File: src/common/gasc_defines.vh
`ifndef GASC_DEFINES_VH
`define GASC_DEFINES_VH
// Register byte offsets on the APB bus.
`define GASC_ADDR_CTRL 8'h00
`define GASC_ADDR_THRESH 8'h04
`define GASC_ADDR_CMD 8'h08
`define GASC_ADDR_STATUS 8'h0c
`define GASC_ADDR_GAS 8'h10
`define GASC_ADDR_SVC 8'h14
`define GASC_ADDR_TEMP 8'h18
`define GASC_ADDR_LOGPTR 8'h1c
`define GASC_ADDR_LOG0 8'h40
// Control register fields.
`define GASC_CTRL_LOW_LATCH 0
`define GASC_CTRL_HIGH_LATCH 1
`define GASC_CTRL_LED_LATCH 2
`define GASC_CTRL_GAS_LSB 4
`define GASC_CTRL_GAS_MSB 6
`define GASC_CTRL_RST 32'h0000_0000
// Thresholds in milli LFL-meters, low in [15:0], high in [31:16].
`define GASC_THRESH_RST 32'h07d0_03e8
// Command register bits, write only.
`define GASC_CMD_ALARM_RST 0
`define GASC_CMD_CAL 1
`define GASC_CMD_ALIGN 2
`define GASC_CMD_ALIGN_END 3
// Status register sticky bit cleared by writing one.
`define GASC_STAT_REJECT 7
// Operating modes.
`define GASC_MODE_WARMUP 2'h0
`define GASC_MODE_NORMAL 2'h1
`define GASC_MODE_ALIGN 2'h2
`define GASC_MODE_CAL 2'h3
// Event log entry types.
`define GASC_EVT_CAL 4'h1
`define GASC_EVT_LOW 4'h2
`define GASC_EVT_HIGH 4'h3
`define GASC_EVT_FAULT 4'h4
// Timing.
`define GASC_CLK_HZ 50000000
`define GASC_WARMUP_S 120
`define GASC_SEC_MS 1000
`define GASC_FLASH_MS 250
`define GASC_HOLD_MS 2000
`define GASC_DEB_MS 20
// Scaling and storage.
`define GASC_ZERO_UA 16'h0fa0
`define GASC_LOG_DEPTH 10
`endif

File: src/verilog/gasc_alarm_ctrl.v
// The placing of the registers and the APB register port are this design's own decisions.
`timescale 1ns/1ps
`include "gasc_defines.vh"
module gasc_alarm_ctrl #(
  parameter [39:0] WARMUP_CYC = 40'd1 * `GASC_WARMUP_S * `GASC_CLK_HZ,
  parameter SEC_CYC = `GASC_SEC_MS * (`GASC_CLK_HZ / 1000),
  parameter FLASH_CYC = `GASC_FLASH_MS * (`GASC_CLK_HZ / 1000),
  parameter DEB_CYC = `GASC_DEB_MS * (`GASC_CLK_HZ / 1000),
  parameter HOLD_CYC = `GASC_HOLD_MS * (`GASC_CLK_HZ / 1000),
  parameter LOG_DEPTH = `GASC_LOG_DEPTH
) (
  // Clock and reset.
  input wire sys_clk_i,
  input wire srst_i,
  // APB slave.
  input wire psel_i,
  input wire penable_i,
  input wire pwrite_i,
  input wire [7:0] paddr_i,
  input wire [31:0] pwdata_i,
  output reg [31:0] prdata_o,
  output wire pready_o,
  output wire pslverr_o,
  // Measurement side, same clock.
  input wire [15:0] loop_ua_i,
  input wire fault_i,
  input wire backup_lamp_i,
  input wire signed [7:0] temp_i,
  input wire cal_done_i,
  // Pins.
  input wire mag_sw_i,
  input wire ext_cal_i,
  // Relays and status LED.
  output reg relay_low_o,
  output reg relay_high_o,
  output reg relay_fault_o,
  output reg led_red_o,
  output reg led_green_o,
  output reg led_yellow_o,
  // Mode and calibration start.
  output reg [1:0] mode_o,
  output reg cal_start_o
);
  reg [31:0] ctrl;
  reg [31:0] thresh;
  reg reject;
  reg [15:0] gas;
  reg [1:0] lat;
  reg [1:0] cond_q;
  reg fault_q;
  reg [39:0] warm_cnt;
  reg [31:0] sec_presc;
  reg [27:0] svc_sec;
  reg [31:0] flash_cnt;
  reg flash;
  reg signed [7:0] temp_min;
  reg signed [7:0] temp_max;
  reg temp_valid;
  reg [31:0] log_mem [0:LOG_DEPTH-1];
  reg [3:0] log_ptr;
  reg [3:0] log_cnt;
  reg ext_meta;
  reg ext_sync;
  reg ext_last;
  reg [1:0] next_mode;
  reg [3:0] evt;
  wire sw_reset_req;
  wire sw_cal_req;
  wire wr;
  wire rd_setup;
  wire [15:0] diff;
  wire [18:0] prod;
  wire alarm_en;
  wire [1:0] cond;
  wire [1:0] ind;
  wire clr_req;
  wire cal_req;
  wire thr_bad;
  wire [4:0] log_idx;
  integer k;

  localparam [1:0] WARMUP = `GASC_MODE_WARMUP;
  localparam [1:0] NORMAL = `GASC_MODE_NORMAL;
  localparam [1:0] ALIGN = `GASC_MODE_ALIGN;
  localparam [1:0] CAL = `GASC_MODE_CAL;

  function is_mapped;
    input [7:0] a;
    begin
      is_mapped = (a[7:5] == 3'h0 && a[1:0] == 2'h0) ||
        (a >= `GASC_ADDR_LOG0 && a < `GASC_ADDR_LOG0 + 4 * LOG_DEPTH && a[1:0] == 2'h0);
    end
  endfunction

  gasc_switch_decoder #(
    .DEB_CYC(DEB_CYC),
    .HOLD_CYC(HOLD_CYC)
  ) u_sw (
    .sys_clk_i(sys_clk_i),
    .srst_i(srst_i),
    .sw_i(mag_sw_i),
    .reset_req_o(sw_reset_req),
    .cal_req_o(sw_cal_req)
  );

  // Zero wait states; a refused threshold write answers with an error.
  assign pready_o = 1'b1;
  assign wr = psel_i & penable_i & pwrite_i;
  assign rd_setup = psel_i & ~penable_i & ~pwrite_i;
  assign thr_bad = pwdata_i[15:0] > pwdata_i[31:16];
  assign pslverr_o = psel_i & penable_i & (~is_mapped(paddr_i) |
    (pwrite_i & paddr_i == `GASC_ADDR_THRESH & thr_bad));

  // Currents below 4 mA are fault codes, not negative gas, so they read as zero.
  assign diff = (loop_ua_i > `GASC_ZERO_UA) ? loop_ua_i - `GASC_ZERO_UA : 16'h0000;
  assign prod = {3'h0, diff} * 19'h00005;

  assign alarm_en = (mode_o == NORMAL);
  assign cond = {gas >= thresh[31:16], gas >= thresh[15:0]};
  // The external calibration line has no path into the clear.
  assign clr_req = sw_reset_req |
    (wr & paddr_i == `GASC_ADDR_CMD & pwdata_i[`GASC_CMD_ALARM_RST]);
  assign cal_req = sw_cal_req | (ext_sync & ~ext_last) |
    (wr & paddr_i == `GASC_ADDR_CMD & pwdata_i[`GASC_CMD_CAL]);

  // Low is bit 0 and high is bit 1 in every alarm vector.
  genvar i;
  generate
    for (i = 0; i < 2; i = i + 1)
    begin : g_alarm
      always @(posedge sys_clk_i)
      begin
        if (srst_i)
          lat[i] <= 1'b0;
        else if (alarm_en & cond[i])
          lat[i] <= 1'b1;
        else if (clr_req)
          lat[i] <= 1'b0;
      end
      assign ind[i] = ctrl[`GASC_CTRL_LED_LATCH] ? lat[i] : (alarm_en & cond[i]);
    end
  endgenerate

  always @(posedge sys_clk_i)
  begin
    if (srst_i)
    begin
      ctrl <= `GASC_CTRL_RST;
      thresh <= `GASC_THRESH_RST;
      reject <= 1'b0;
    end
    else
    begin
      if (wr & paddr_i == `GASC_ADDR_CTRL)
        ctrl <= pwdata_i;
      if (wr & paddr_i == `GASC_ADDR_THRESH & ~thr_bad)
        thresh <= pwdata_i;
      if (wr & paddr_i == `GASC_ADDR_THRESH & thr_bad)
        reject <= 1'b1;
      else if (wr & paddr_i == `GASC_ADDR_STATUS & pwdata_i[`GASC_STAT_REJECT])
        reject <= 1'b0;
    end
  end

  always @*
  begin
    next_mode = mode_o;
    case (mode_o)
      WARMUP:
        if (warm_cnt == WARMUP_CYC - 40'd1)
          next_mode = NORMAL;
      NORMAL:
        if (cal_req)
          next_mode = CAL;
        else if (wr & paddr_i == `GASC_ADDR_CMD & pwdata_i[`GASC_CMD_ALIGN])
          next_mode = ALIGN;
      ALIGN:
        if (cal_req)
          next_mode = CAL;
        else if (wr & paddr_i == `GASC_ADDR_CMD & pwdata_i[`GASC_CMD_ALIGN_END])
          next_mode = NORMAL;
      CAL:
        if (cal_done_i)
          next_mode = NORMAL;
      default:
        next_mode = WARMUP;
    endcase
  end

  always @(posedge sys_clk_i)
  begin
    if (srst_i)
    begin
      mode_o <= WARMUP;
      warm_cnt <= 40'd0;
      cal_start_o <= 1'b0;
      ext_meta <= 1'b0;
      ext_sync <= 1'b0;
      ext_last <= 1'b0;
      gas <= 16'h0000;
    end
    else
    begin
      mode_o <= next_mode;
      cal_start_o <= (next_mode == CAL) & (mode_o != CAL);
      if (mode_o == WARMUP)
        warm_cnt <= warm_cnt + 40'd1;
      ext_meta <= ext_cal_i;
      ext_sync <= ext_meta;
      ext_last <= ext_sync;
      gas <= {1'b0, prod[18:4]};
    end
  end

  // Relay and LED outputs. Relays drop outside normal mode.
  always @(posedge sys_clk_i)
  begin
    if (srst_i)
    begin
      relay_low_o <= 1'b0;
      relay_high_o <= 1'b0;
      relay_fault_o <= 1'b0;
      led_red_o <= 1'b0;
      led_green_o <= 1'b0;
      led_yellow_o <= 1'b0;
      flash_cnt <= 32'h0000_0000;
      flash <= 1'b0;
    end
    else
    begin
      relay_low_o <= alarm_en & (ctrl[`GASC_CTRL_LOW_LATCH] ? lat[0] : cond[0]);
      relay_high_o <= alarm_en & (ctrl[`GASC_CTRL_HIGH_LATCH] ? lat[1] : cond[1]);
      relay_fault_o <= alarm_en & ~fault_i;
      if (flash_cnt == FLASH_CYC - 1)
      begin
        flash_cnt <= 32'h0000_0000;
        flash <= ~flash;
      end
      else
        flash_cnt <= flash_cnt + 32'h0000_0001;
      led_red_o <= 1'b0;
      led_green_o <= 1'b0;
      led_yellow_o <= 1'b0;
      if (mode_o == CAL || ind[1])
        led_red_o <= 1'b1;
      else if (ind[0])
        led_red_o <= flash;
      else if (fault_i | backup_lamp_i | mode_o == WARMUP)
        led_yellow_o <= 1'b1;
      else
        led_green_o <= 1'b1;
    end
  end

  // One event per cycle; calibration outranks high, low and fault.
  always @*
  begin
    evt = 4'h0;
    if ((next_mode == CAL) & (mode_o != CAL))
      evt = `GASC_EVT_CAL;
    else if (alarm_en & cond[1] & ~cond_q[1])
      evt = `GASC_EVT_HIGH;
    else if (alarm_en & cond[0] & ~cond_q[0])
      evt = `GASC_EVT_LOW;
    else if (fault_i & ~fault_q)
      evt = `GASC_EVT_FAULT;
  end

  always @(posedge sys_clk_i)
  begin
    if (srst_i)
    begin
      sec_presc <= 32'h0000_0000;
      svc_sec <= 28'h000_0000;
      cond_q <= 2'h0;
      fault_q <= 1'b0;
      log_ptr <= 4'h0;
      log_cnt <= 4'h0;
      temp_valid <= 1'b0;
      temp_min <= 8'h00;
      temp_max <= 8'h00;
      for (k = 0; k < LOG_DEPTH; k = k + 1)
        log_mem[k] <= 32'h0000_0000;
    end
    else
    begin
      if (sec_presc == SEC_CYC - 1)
      begin
        sec_presc <= 32'h0000_0000;
        svc_sec <= svc_sec + 28'h000_0001;
      end
      else
        sec_presc <= sec_presc + 32'h0000_0001;
      cond_q <= cond & {2{alarm_en}};
      fault_q <= fault_i;
      if (evt != 4'h0)
      begin
        log_mem[log_ptr] <= {evt, svc_sec};
        log_ptr <= (log_ptr == LOG_DEPTH - 1) ? 4'h0 : log_ptr + 4'h1;
        if (log_cnt != LOG_DEPTH)
          log_cnt <= log_cnt + 4'h1;
      end
      temp_valid <= 1'b1;
      if (~temp_valid || temp_i < temp_min)
        temp_min <= temp_i;
      if (~temp_valid || temp_i > temp_max)
        temp_max <= temp_i;
    end
  end

  // Read data is captured in the setup cycle and stands through the access.
  assign log_idx = paddr_i[6:2] - 5'h10;
  always @(posedge sys_clk_i)
  begin
    if (srst_i)
      prdata_o <= 32'h0000_0000;
    else if (rd_setup)
    begin
      prdata_o <= 32'h0000_0000;
      case (paddr_i)
        `GASC_ADDR_CTRL: prdata_o <= ctrl;
        `GASC_ADDR_THRESH: prdata_o <= thresh;
        `GASC_ADDR_STATUS: prdata_o <= {24'h000000, reject, fault_i, lat, cond, mode_o};
        `GASC_ADDR_GAS: prdata_o <= {16'h0000, gas};
        `GASC_ADDR_SVC: prdata_o <= {4'h0, svc_sec};
        `GASC_ADDR_TEMP: prdata_o <= {16'h0000, temp_max, temp_min};
        `GASC_ADDR_LOGPTR: prdata_o <= {24'h000000, log_cnt, log_ptr};
        default:
          if (is_mapped(paddr_i) && paddr_i >= `GASC_ADDR_LOG0)
            prdata_o <= log_mem[log_idx[3:0]];
      endcase
    end
  end
endmodule // gasc_alarm_ctrl

File: src/verilog/gasc_switch_decoder.v
`timescale 1ns/1ps
`include "gasc_defines.vh"
module gasc_switch_decoder #(
  parameter DEB_CYC = `GASC_DEB_MS * (`GASC_CLK_HZ / 1000),
  parameter HOLD_CYC = `GASC_HOLD_MS * (`GASC_CLK_HZ / 1000)
) (
  // Clock and reset.
  input wire sys_clk_i,
  input wire srst_i,
  // Magnetic switch pin, high while closed.
  input wire sw_i,
  // Decoded one-cycle requests.
  output reg reset_req_o,
  output reg cal_req_o
);
  reg sw_meta;
  reg sw_sync;
  reg [31:0] cnt;

  always @(posedge sys_clk_i)
  begin
    if (srst_i)
    begin
      sw_meta <= 1'b0;
      sw_sync <= 1'b0;
      cnt <= 32'h0000_0000;
      reset_req_o <= 1'b0;
      cal_req_o <= 1'b0;
    end
    else
    begin
      sw_meta <= sw_i;
      sw_sync <= sw_meta;
      reset_req_o <= 1'b0;
      cal_req_o <= 1'b0;
      if (sw_sync)
      begin
        if (cnt < HOLD_CYC)
          cnt <= cnt + 32'h0000_0001;
        if (cnt == HOLD_CYC - 1)
          cal_req_o <= 1'b1;
      end
      else
      begin
        // Contact bounce shorter than the debounce time is not a press.
        if (cnt >= DEB_CYC && cnt < HOLD_CYC)
          reset_req_o <= 1'b1;
        cnt <= 32'h0000_0000;
      end
    end
  end
endmodule // gasc_switch_decoder

File: config.mk
export PLATFORM = sky130hd
export DESIGN_NAME = gasc_alarm_ctrl
export DESIGN_NICKNAME = d
export VERILOG_FILES = /design/src/verilog/gasc_alarm_ctrl.v /design/src/verilog/gasc_switch_decoder.v
export VERILOG_INCLUDE_DIRS = /design/src /design/src/common
export SDC_FILE = /design/constraint.sdc
export NUM_CORES = 1
export LEC_CHECK = 0
export ABC_AREA = 1
export ABC_CLOCK_PERIOD_IN_PS = 14700
export BUFFER_PORTS_ARGS = -buffer_cell sky130_fd_sc_hd__buf_2
export CAP_MARGIN = 25
export CORE_MARGIN = 4
export CORE_UTILIZATION = 30
export CTS_CLUSTER_SIZE = 25
export DETAILED_ROUTE_END_ITERATION = 8
export GPL_TIMING_DRIVEN = 1
export PLACE_DENSITY_LB_ADDON = 0.3
export REMOVE_ABC_BUFFERS = 1
export SYNTH_ARGS = -nofsm -noshare
export SYNTH_HDL_FRONTEND = slang
export SYNTH_SLANG_ARGS = --single-unit
export TNS_END_PERCENT = 30
File: constraint.sdc
create_clock -name sys_clk_i -period 14.7 [get_ports sys_clk_i]
set_clock_uncertainty 0.05 [all_clocks]
set_input_delay 2.205 -clock sys_clk_i [delete_from_list [all_inputs] [get_ports sys_clk_i]]
set_output_delay 2.205 -clock sys_clk_i [all_outputs]
set_load 0.05 [all_outputs]
### Word-level counts from Yosys, hierarchy flattened

Memories as Yosys holds them, arrays and structs flattened.
Cells that the tools add are included.

* register bits after elaboration: 324
* bits in writable memories: 310
* input port bits: 74
* output and inout port bits: 43
* memories: 1

* add/subtract/negate cells: 9
* multipliers: 1
* $lt $le $gt $ge: 10
* equality and inequality tests: 18
* muxes and demuxes: 39
* bitwise logic cells: 47
* reductions and logical operators: 24

Memory list
* log_mem: depth 10, width 31, rd ports 1, clocked after Yosys merged registers in 0, write ports 10, RTL line gasc_alarm_ctrl.v:59 `reg [31:0] log_mem [0:LOG_DEPTH-1];`

Operators by type and width (count)
* $pmux W32 S7: 1
* $add A32 B1 Y32 const B: 3
* $add A40 B1 Y40 const B: 1
* $eq A40 B33 Y1 const B: 1
* $eq A32 B24 Y1 const B: 1
* $eq A32 B26 Y1 const B: 1
* $eq A32 B27 Y1 const B: 1
* $eq A8 B5 Y1 const B: 4
* $ge A16 B16 Y1: 2
* $ge A32 B20 Y1 const B: 1
* $lt A32 B27 Y1 const B: 1
* $mux W32: 1
* $mux W31: 1
* $reduce_or A31 Y1: 1
* $add A28 B1 Y28 const B: 1
* $and A1 B1 Y1: 28
* $mux W1: 22
* $mul A16 B3 Y19 const B: 1
* $eq A8 B4 Y1 const B: 2
* $gt A16 B12 Y1 const B: 1
* $gt A16 B16 Y1: 1
* $mux W16: 1
* $sub A16 B12 Y16 const B: 1
* $mux W2: 6
* other kinds (28): 64

### Logic depth before layout (Yosys ltp)

* depth in word-level cells: 16
* depth in mapped cells: 24

### Hierarchy

A second synthesis with hierarchy kept.

* cells, all modules: 3873
* area total of the unflattened synthesis: 33601.0 µm²

Modules (own cells, without submodules)
* gasc_alarm_ctrl: instances 1, cells each 3487, area each 31202.4 µm²
* gasc_switch_decoder: instances 1, cells each 386, area each 2398.6 µm²

### Least setup slack after synthesis

OpenSTA, ideal clock, no wires.

* path type: in2reg
* start point: input port paddr_i[5]
* end point: memory log_mem[2][0] in the netlist's numbering (enable)
* setup time: 0.462 ns
* arrival time: 5.831 ns
* data required time: 14.188 ns
* path slack: 8.356 ns
* stages: 15
* buffers on the path: 2
* cell sequence: buf_2 -> inv_2 -> nand2_2 -> nor2_4 -> nand3_1 -> nand2_1 -> inv_1 -> nand3_1 -> nand2_1 -> nor2_1 -> nand2_1 -> nand3_2 -> buf_6 -> nand4_2 -> o21ai_0

RTL lines
* start, declared: RTL line gasc_alarm_ctrl.v:19 `input wire [7:0] paddr_i,`
* end, declared: RTL line gasc_alarm_ctrl.v:59

### Worst setup path after layout

* start point: input port paddr_i[5]
* end point: output port pslverr_o

* cells in the longest elaborated chain, start to end: 7
* elaborated cells on any way between the ends: 13

Ends and longest elaborated chain
* $ge A8 B7 Y1 (no line) or $lt A8 B7 Y1 (tied branches)
* $logic_and A1 B1 Y1 (2 in a row): RTL line gasc_alarm_ctrl.v:91 `` (a >= `GASC_ADDR_LOG0 && a < `GASC_ADDR_LOG0 + 4 * LOG_DEPTH && a[1:0] == 2'h0); ``
* $logic_or A1 B1 Y1: RTL line gasc_alarm_ctrl.v:90 `is_mapped = (a[7:5] == 3'h0 && a[1:0] == 2'h0) ||`
* $not A1 Y1: RTL line gasc_alarm_ctrl.v:111 `assign pslverr_o = psel_i & penable_i & (~is_mapped(paddr_i) |`
* $or A1 B1 Y1 *: RTL line gasc_alarm_ctrl.v:111
* $and A1 B1 Y1 *: RTL line gasc_alarm_ctrl.v:111
* end, declared: RTL line gasc_alarm_ctrl.v:23 `output wire pslverr_o,`

Every way passes the cells marked *; elsewhere a longest branch is shown, timed or not.

==> results.sh <==
export IMPL_cts_max_path_buffers=3
export IMPL_rows=128
export IMPL_ir_drop_mv=0.0961
export IMPL_grt_pass1_wl_mm=182
export IMPL_track_usage_pct=18.1
export IMPL_syn_inst=3964
export IMPL_io_pin_count=117
export IMPL_synthArstFlopShare_pct=0
export IMPL_yosys_warnings=0
export IMPL_finalNetCount=4206
export IMPL_p_leak_nw=15.2
export IMPL_dieArea_um2=130000
export IMPL_timing_setup_tns_ns=0
export IMPL_crit_arrival_ns=4.39
export IMPL_grt_max_degree=70
export IMPL_cp_end_kind="output pin"
export IMPL_fp_dieH_um=360
export IMPL_tightestPinTransition_ns=1.32
export IMPL_postRouteAntennaNets=0
export IMPL_die_w_um=360
export IMPL_avgSynthCellArea_um2=9.38
export IMPL_fin_area_um2=42700
export IMPL_period_minus_slack_ns=6.64
export IMPL_num_vias=30200
export IMPL_crit_path_top_delay_cell="inv_2"
export IMPL_hold_viol_final=0
export IMPL_cp_common_cell="buf_2"
export IMPL_drv_cap=0
export IMPL_cts_hold_fix_buffers=0
export IMPL_ys_ff_latch=819
export IMPL_io_buffer_count=115
export IMPL_worstPathRequired_ns=12.44
export IMPL_dp_final_hpwl_mm=85.1
export IMPL_final_common_cell="nor2_1"
export IMPL_synthFlopType="edfxtp_1"
export IMPL_synth_area_um2=37200
export IMPL_setup_viol=0
export IMPL_rsz0062_at_grt="false"
export IMPL_ctsResizeCount=0
export IMPL_wl_mm=122
export IMPL_pwr_share_clk_pct=44.7
export IMPL_cts_tree="done"
export IMPL_period_share_pct=45.2
export IMPL_placed_area_um2=39600
export IMPL_power_switching_mw=1.29
export IMPL_dr_pass1_iters=6
export IMPL_insertion_delay_ns=0.68
export IMPL_fmax_mhz=151
export IMPL_grt_antenna_before_repair=5
export IMPL_run_status="complete, no violations"
export IMPL_initial_utilization_pct=30.4
export IMPL_n_fill_cell=12500
export IMPL_clk_pin_slew_ns=0.05
export IMPL_p_sw_share_pct=24.5
export IMPL_p_per_area_nw_per_um2=124
export IMPL_start_kind="input pin"
export IMPL_cts_setup_buffers=0
export IMPL_gp_congestion=0.897
export IMPL_pwr_share_comb_pct=7.6
export IMPL_critical_path_max_stage_delay_ns=0.36
export IMPL_most_common_layout_cells="nor2_1 (555), edfxtp_1 (496), nand2_1 (455)"
export IMPL_cts_buffers=90
export IMPL_relSlewSlack_pct=11.7
export IMPL_root_buffer="clkbuf_16"
export IMPL_crit_fanout=24
export IMPL_vias_per_cell=5.26
export IMPL_seq_area_frac_synth_pct=57.4
export IMPL_path_cells="buf_2 -> inv_2 -> nand2_2 -> nor2_4 -> nand2_1 -> buf_4 -> nor2_1 -> nand3_1 -> o21ai_0 -> buf_2"
export IMPL_wl_per_cell_um=21.2
export IMPL_slew_violations=0
export IMPL_area_growth_syn_to_layout_pct=14.8
export IMPL_synth_edff_count=496
export IMPL_yosysUniqueCellTypes=58
export IMPL_first_iter_violations=3558
export IMPL_grt_pass1_vias=28100
export IMPL_hp_class="reg -> reg"
export IMPL_clkSinkCount=819
export IMPL_grt_ovfl_total=0
export IMPL_worst_setup_path_type="in -> out"
export IMPL_pwr_share_seq_pct=47.7
export IMPL_diodes=0
export IMPL_coreArea_um2=123000
export IMPL_route_detailed_drc=0
export IMPL_h_tree_depth=3
export IMPL_drive_above_1_share_pct=8.80
export IMPL_internal_power_mw=3.99
[layout make-up]
cell class                 instances  area, µm²  share of cell area, %
sequential                       819      21400                   50.0
timing repair buffer             166       1020                   2.39
clock inverter                    51        544                   1.28
inverter                         396       1490                   3.50
tap                             1625       2030                   4.76
multi-input combinational       2562      13700                   32.1
clock buffer                     118       2530                   5.93
[registers in the layout (all words and copies together) (netlist names), 2 cells and up]
register and cells:
warm_cnt 40, flash_cnt 32, gas 15, thresh 32, ctrl 32, cond_q 2, svc_sec 28, u_sw.cnt 32
temp_max 8, log_ptr 4, temp_min 8, log_cnt 4, sec_presc 32, prdata_o 32, log_mem 496, mode_o 2
lat 2
[metal layers]
layer  wire, µm  up-vias  GRT usage [%]  part of all wire, %
li1           -    14200              -                    -
met1      55600    14500           27.3                   46
met2      51200     1308           26.2                   42
met3      12600      147           4.38                   10
met4       2180        4           3.78                  1.8
met5         31        -              0                0.026
[power by group through the flow]
| stage | logic [mW] | registers (mW) | clock network (mW) |
|---|---|---|---|
| after global placement | 0.387 | 2.57 | 0 |
| after detailed placement | 0.393 | 2.57 | 0 |
| after global routing | 0.441 | 2.52 | 2.50 |
| after CTS | 0.394 | 2.52 | 2.40 |
| final | 0.399 | 2.52 | 2.36 |
| after floorplan | 0.236 | 2.56 | 0 |
[synthesized netlist by cell type, types with 10 or more instances]
| cell type | instances | share of area [%] |
|---|---|---|
| nand4_1 | 72 | 1.2 |
| nor2_1 | 564 | 5.7 |
| xnor2_1 | 10 | 0.24 |
| dfxtp_1 | 323 | 17 |
| a211oi_1 | 10 | 0.20 |
| buf_2 | 40 | 0.54 |
| nor3_1 | 226 | 3.0 |
| edfxtp_1 | 496 | 40 |
| xor2_1 | 40 | 0.94 |
| a31oi_1 | 23 | 0.39 |
| o221ai_1 | 14 | 0.33 |
| nor4_1 | 33 | 0.56 |
| o2111ai_1 | 19 | 0.45 |
| a21oi_1 | 209 | 2.8 |
| o21a_1 | 14 | 0.28 |
| a221oi_1 | 12 | 0.28 |
| o22a_1 | 10 | 0.24 |
| ha_1 | 96 | 3.2 |
| clkbuf_1 | 117 | 1.2 |
| o21ai_0 | 244 | 3.3 |
| o31ai_1 | 32 | 0.65 |
| nand3_1 | 129 | 1.7 |
| buf_1 | 27 | 0.27 |
| or2_2 | 11 | 0.19 |
| nand2_1 | 458 | 4.6 |
| nor3b_1 | 12 | 0.24 |
| o22ai_1 | 239 | 4.0 |
| inv_1 | 388 | 3.9 |
| o211ai_1 | 24 | 0.48 |
[worst max-delay path, delay by kind of cell]
family / cells / cell delay [ns]
AO/OA/AOI/OAI: 1 / 0.14
buffers and inverters: 4 / 1.16
AND/OR/NAND/NOR: 5 / 0.86
[logic make-up after synthesis]
family | after synthesis | share of synthesized area (%)
simple gates | 1536 | 18.0
compound gates | 878 | 14.0
flops | 819 | 57.4
buf+inv | 583 | 6.07
fa+ha+maj | 97 | 3.28
xor+xnor | 50 | 1.18
other cells | 1 | 0.0101
[through the flow]
step / util, % / power, mW / setup WS, ns / instances / hold WS (ns)
3_5_place_dp: 32.3 / 2.96 / 7.99 / 5565 / 0.343
5_1_grt: 34.8 / 5.46 / 7.93 / 5737 / 0.371
6_report: 34.8 / 5.28 / 8.06 / 5737 / 0.351
2_1_floorplan: - / 2.80 / 5.73 / 3777 / 0.338
3_3_place_gp: 32.2 / 2.95 / 7.85 / 5563 / 0.344
4_1_cts: 34.8 / 5.31 / 8.14 / 5734 / 0.351
[path summary, 6_finish.rpt]
kind           startpoint            end  slack [ns]  depth (start not counted)
min          u_sw.sw_meta   u_sw.sw_sync        0.35                          2
max            paddr_i[5]      pslverr_o        8.06                         10
min reg2reg  u_sw.sw_meta   u_sw.sw_sync        0.35                          2
max reg2reg    thresh[27]  log_mem[0][2]        9.80                         15
Note: power is estimated with default switching activity, not from simulation.
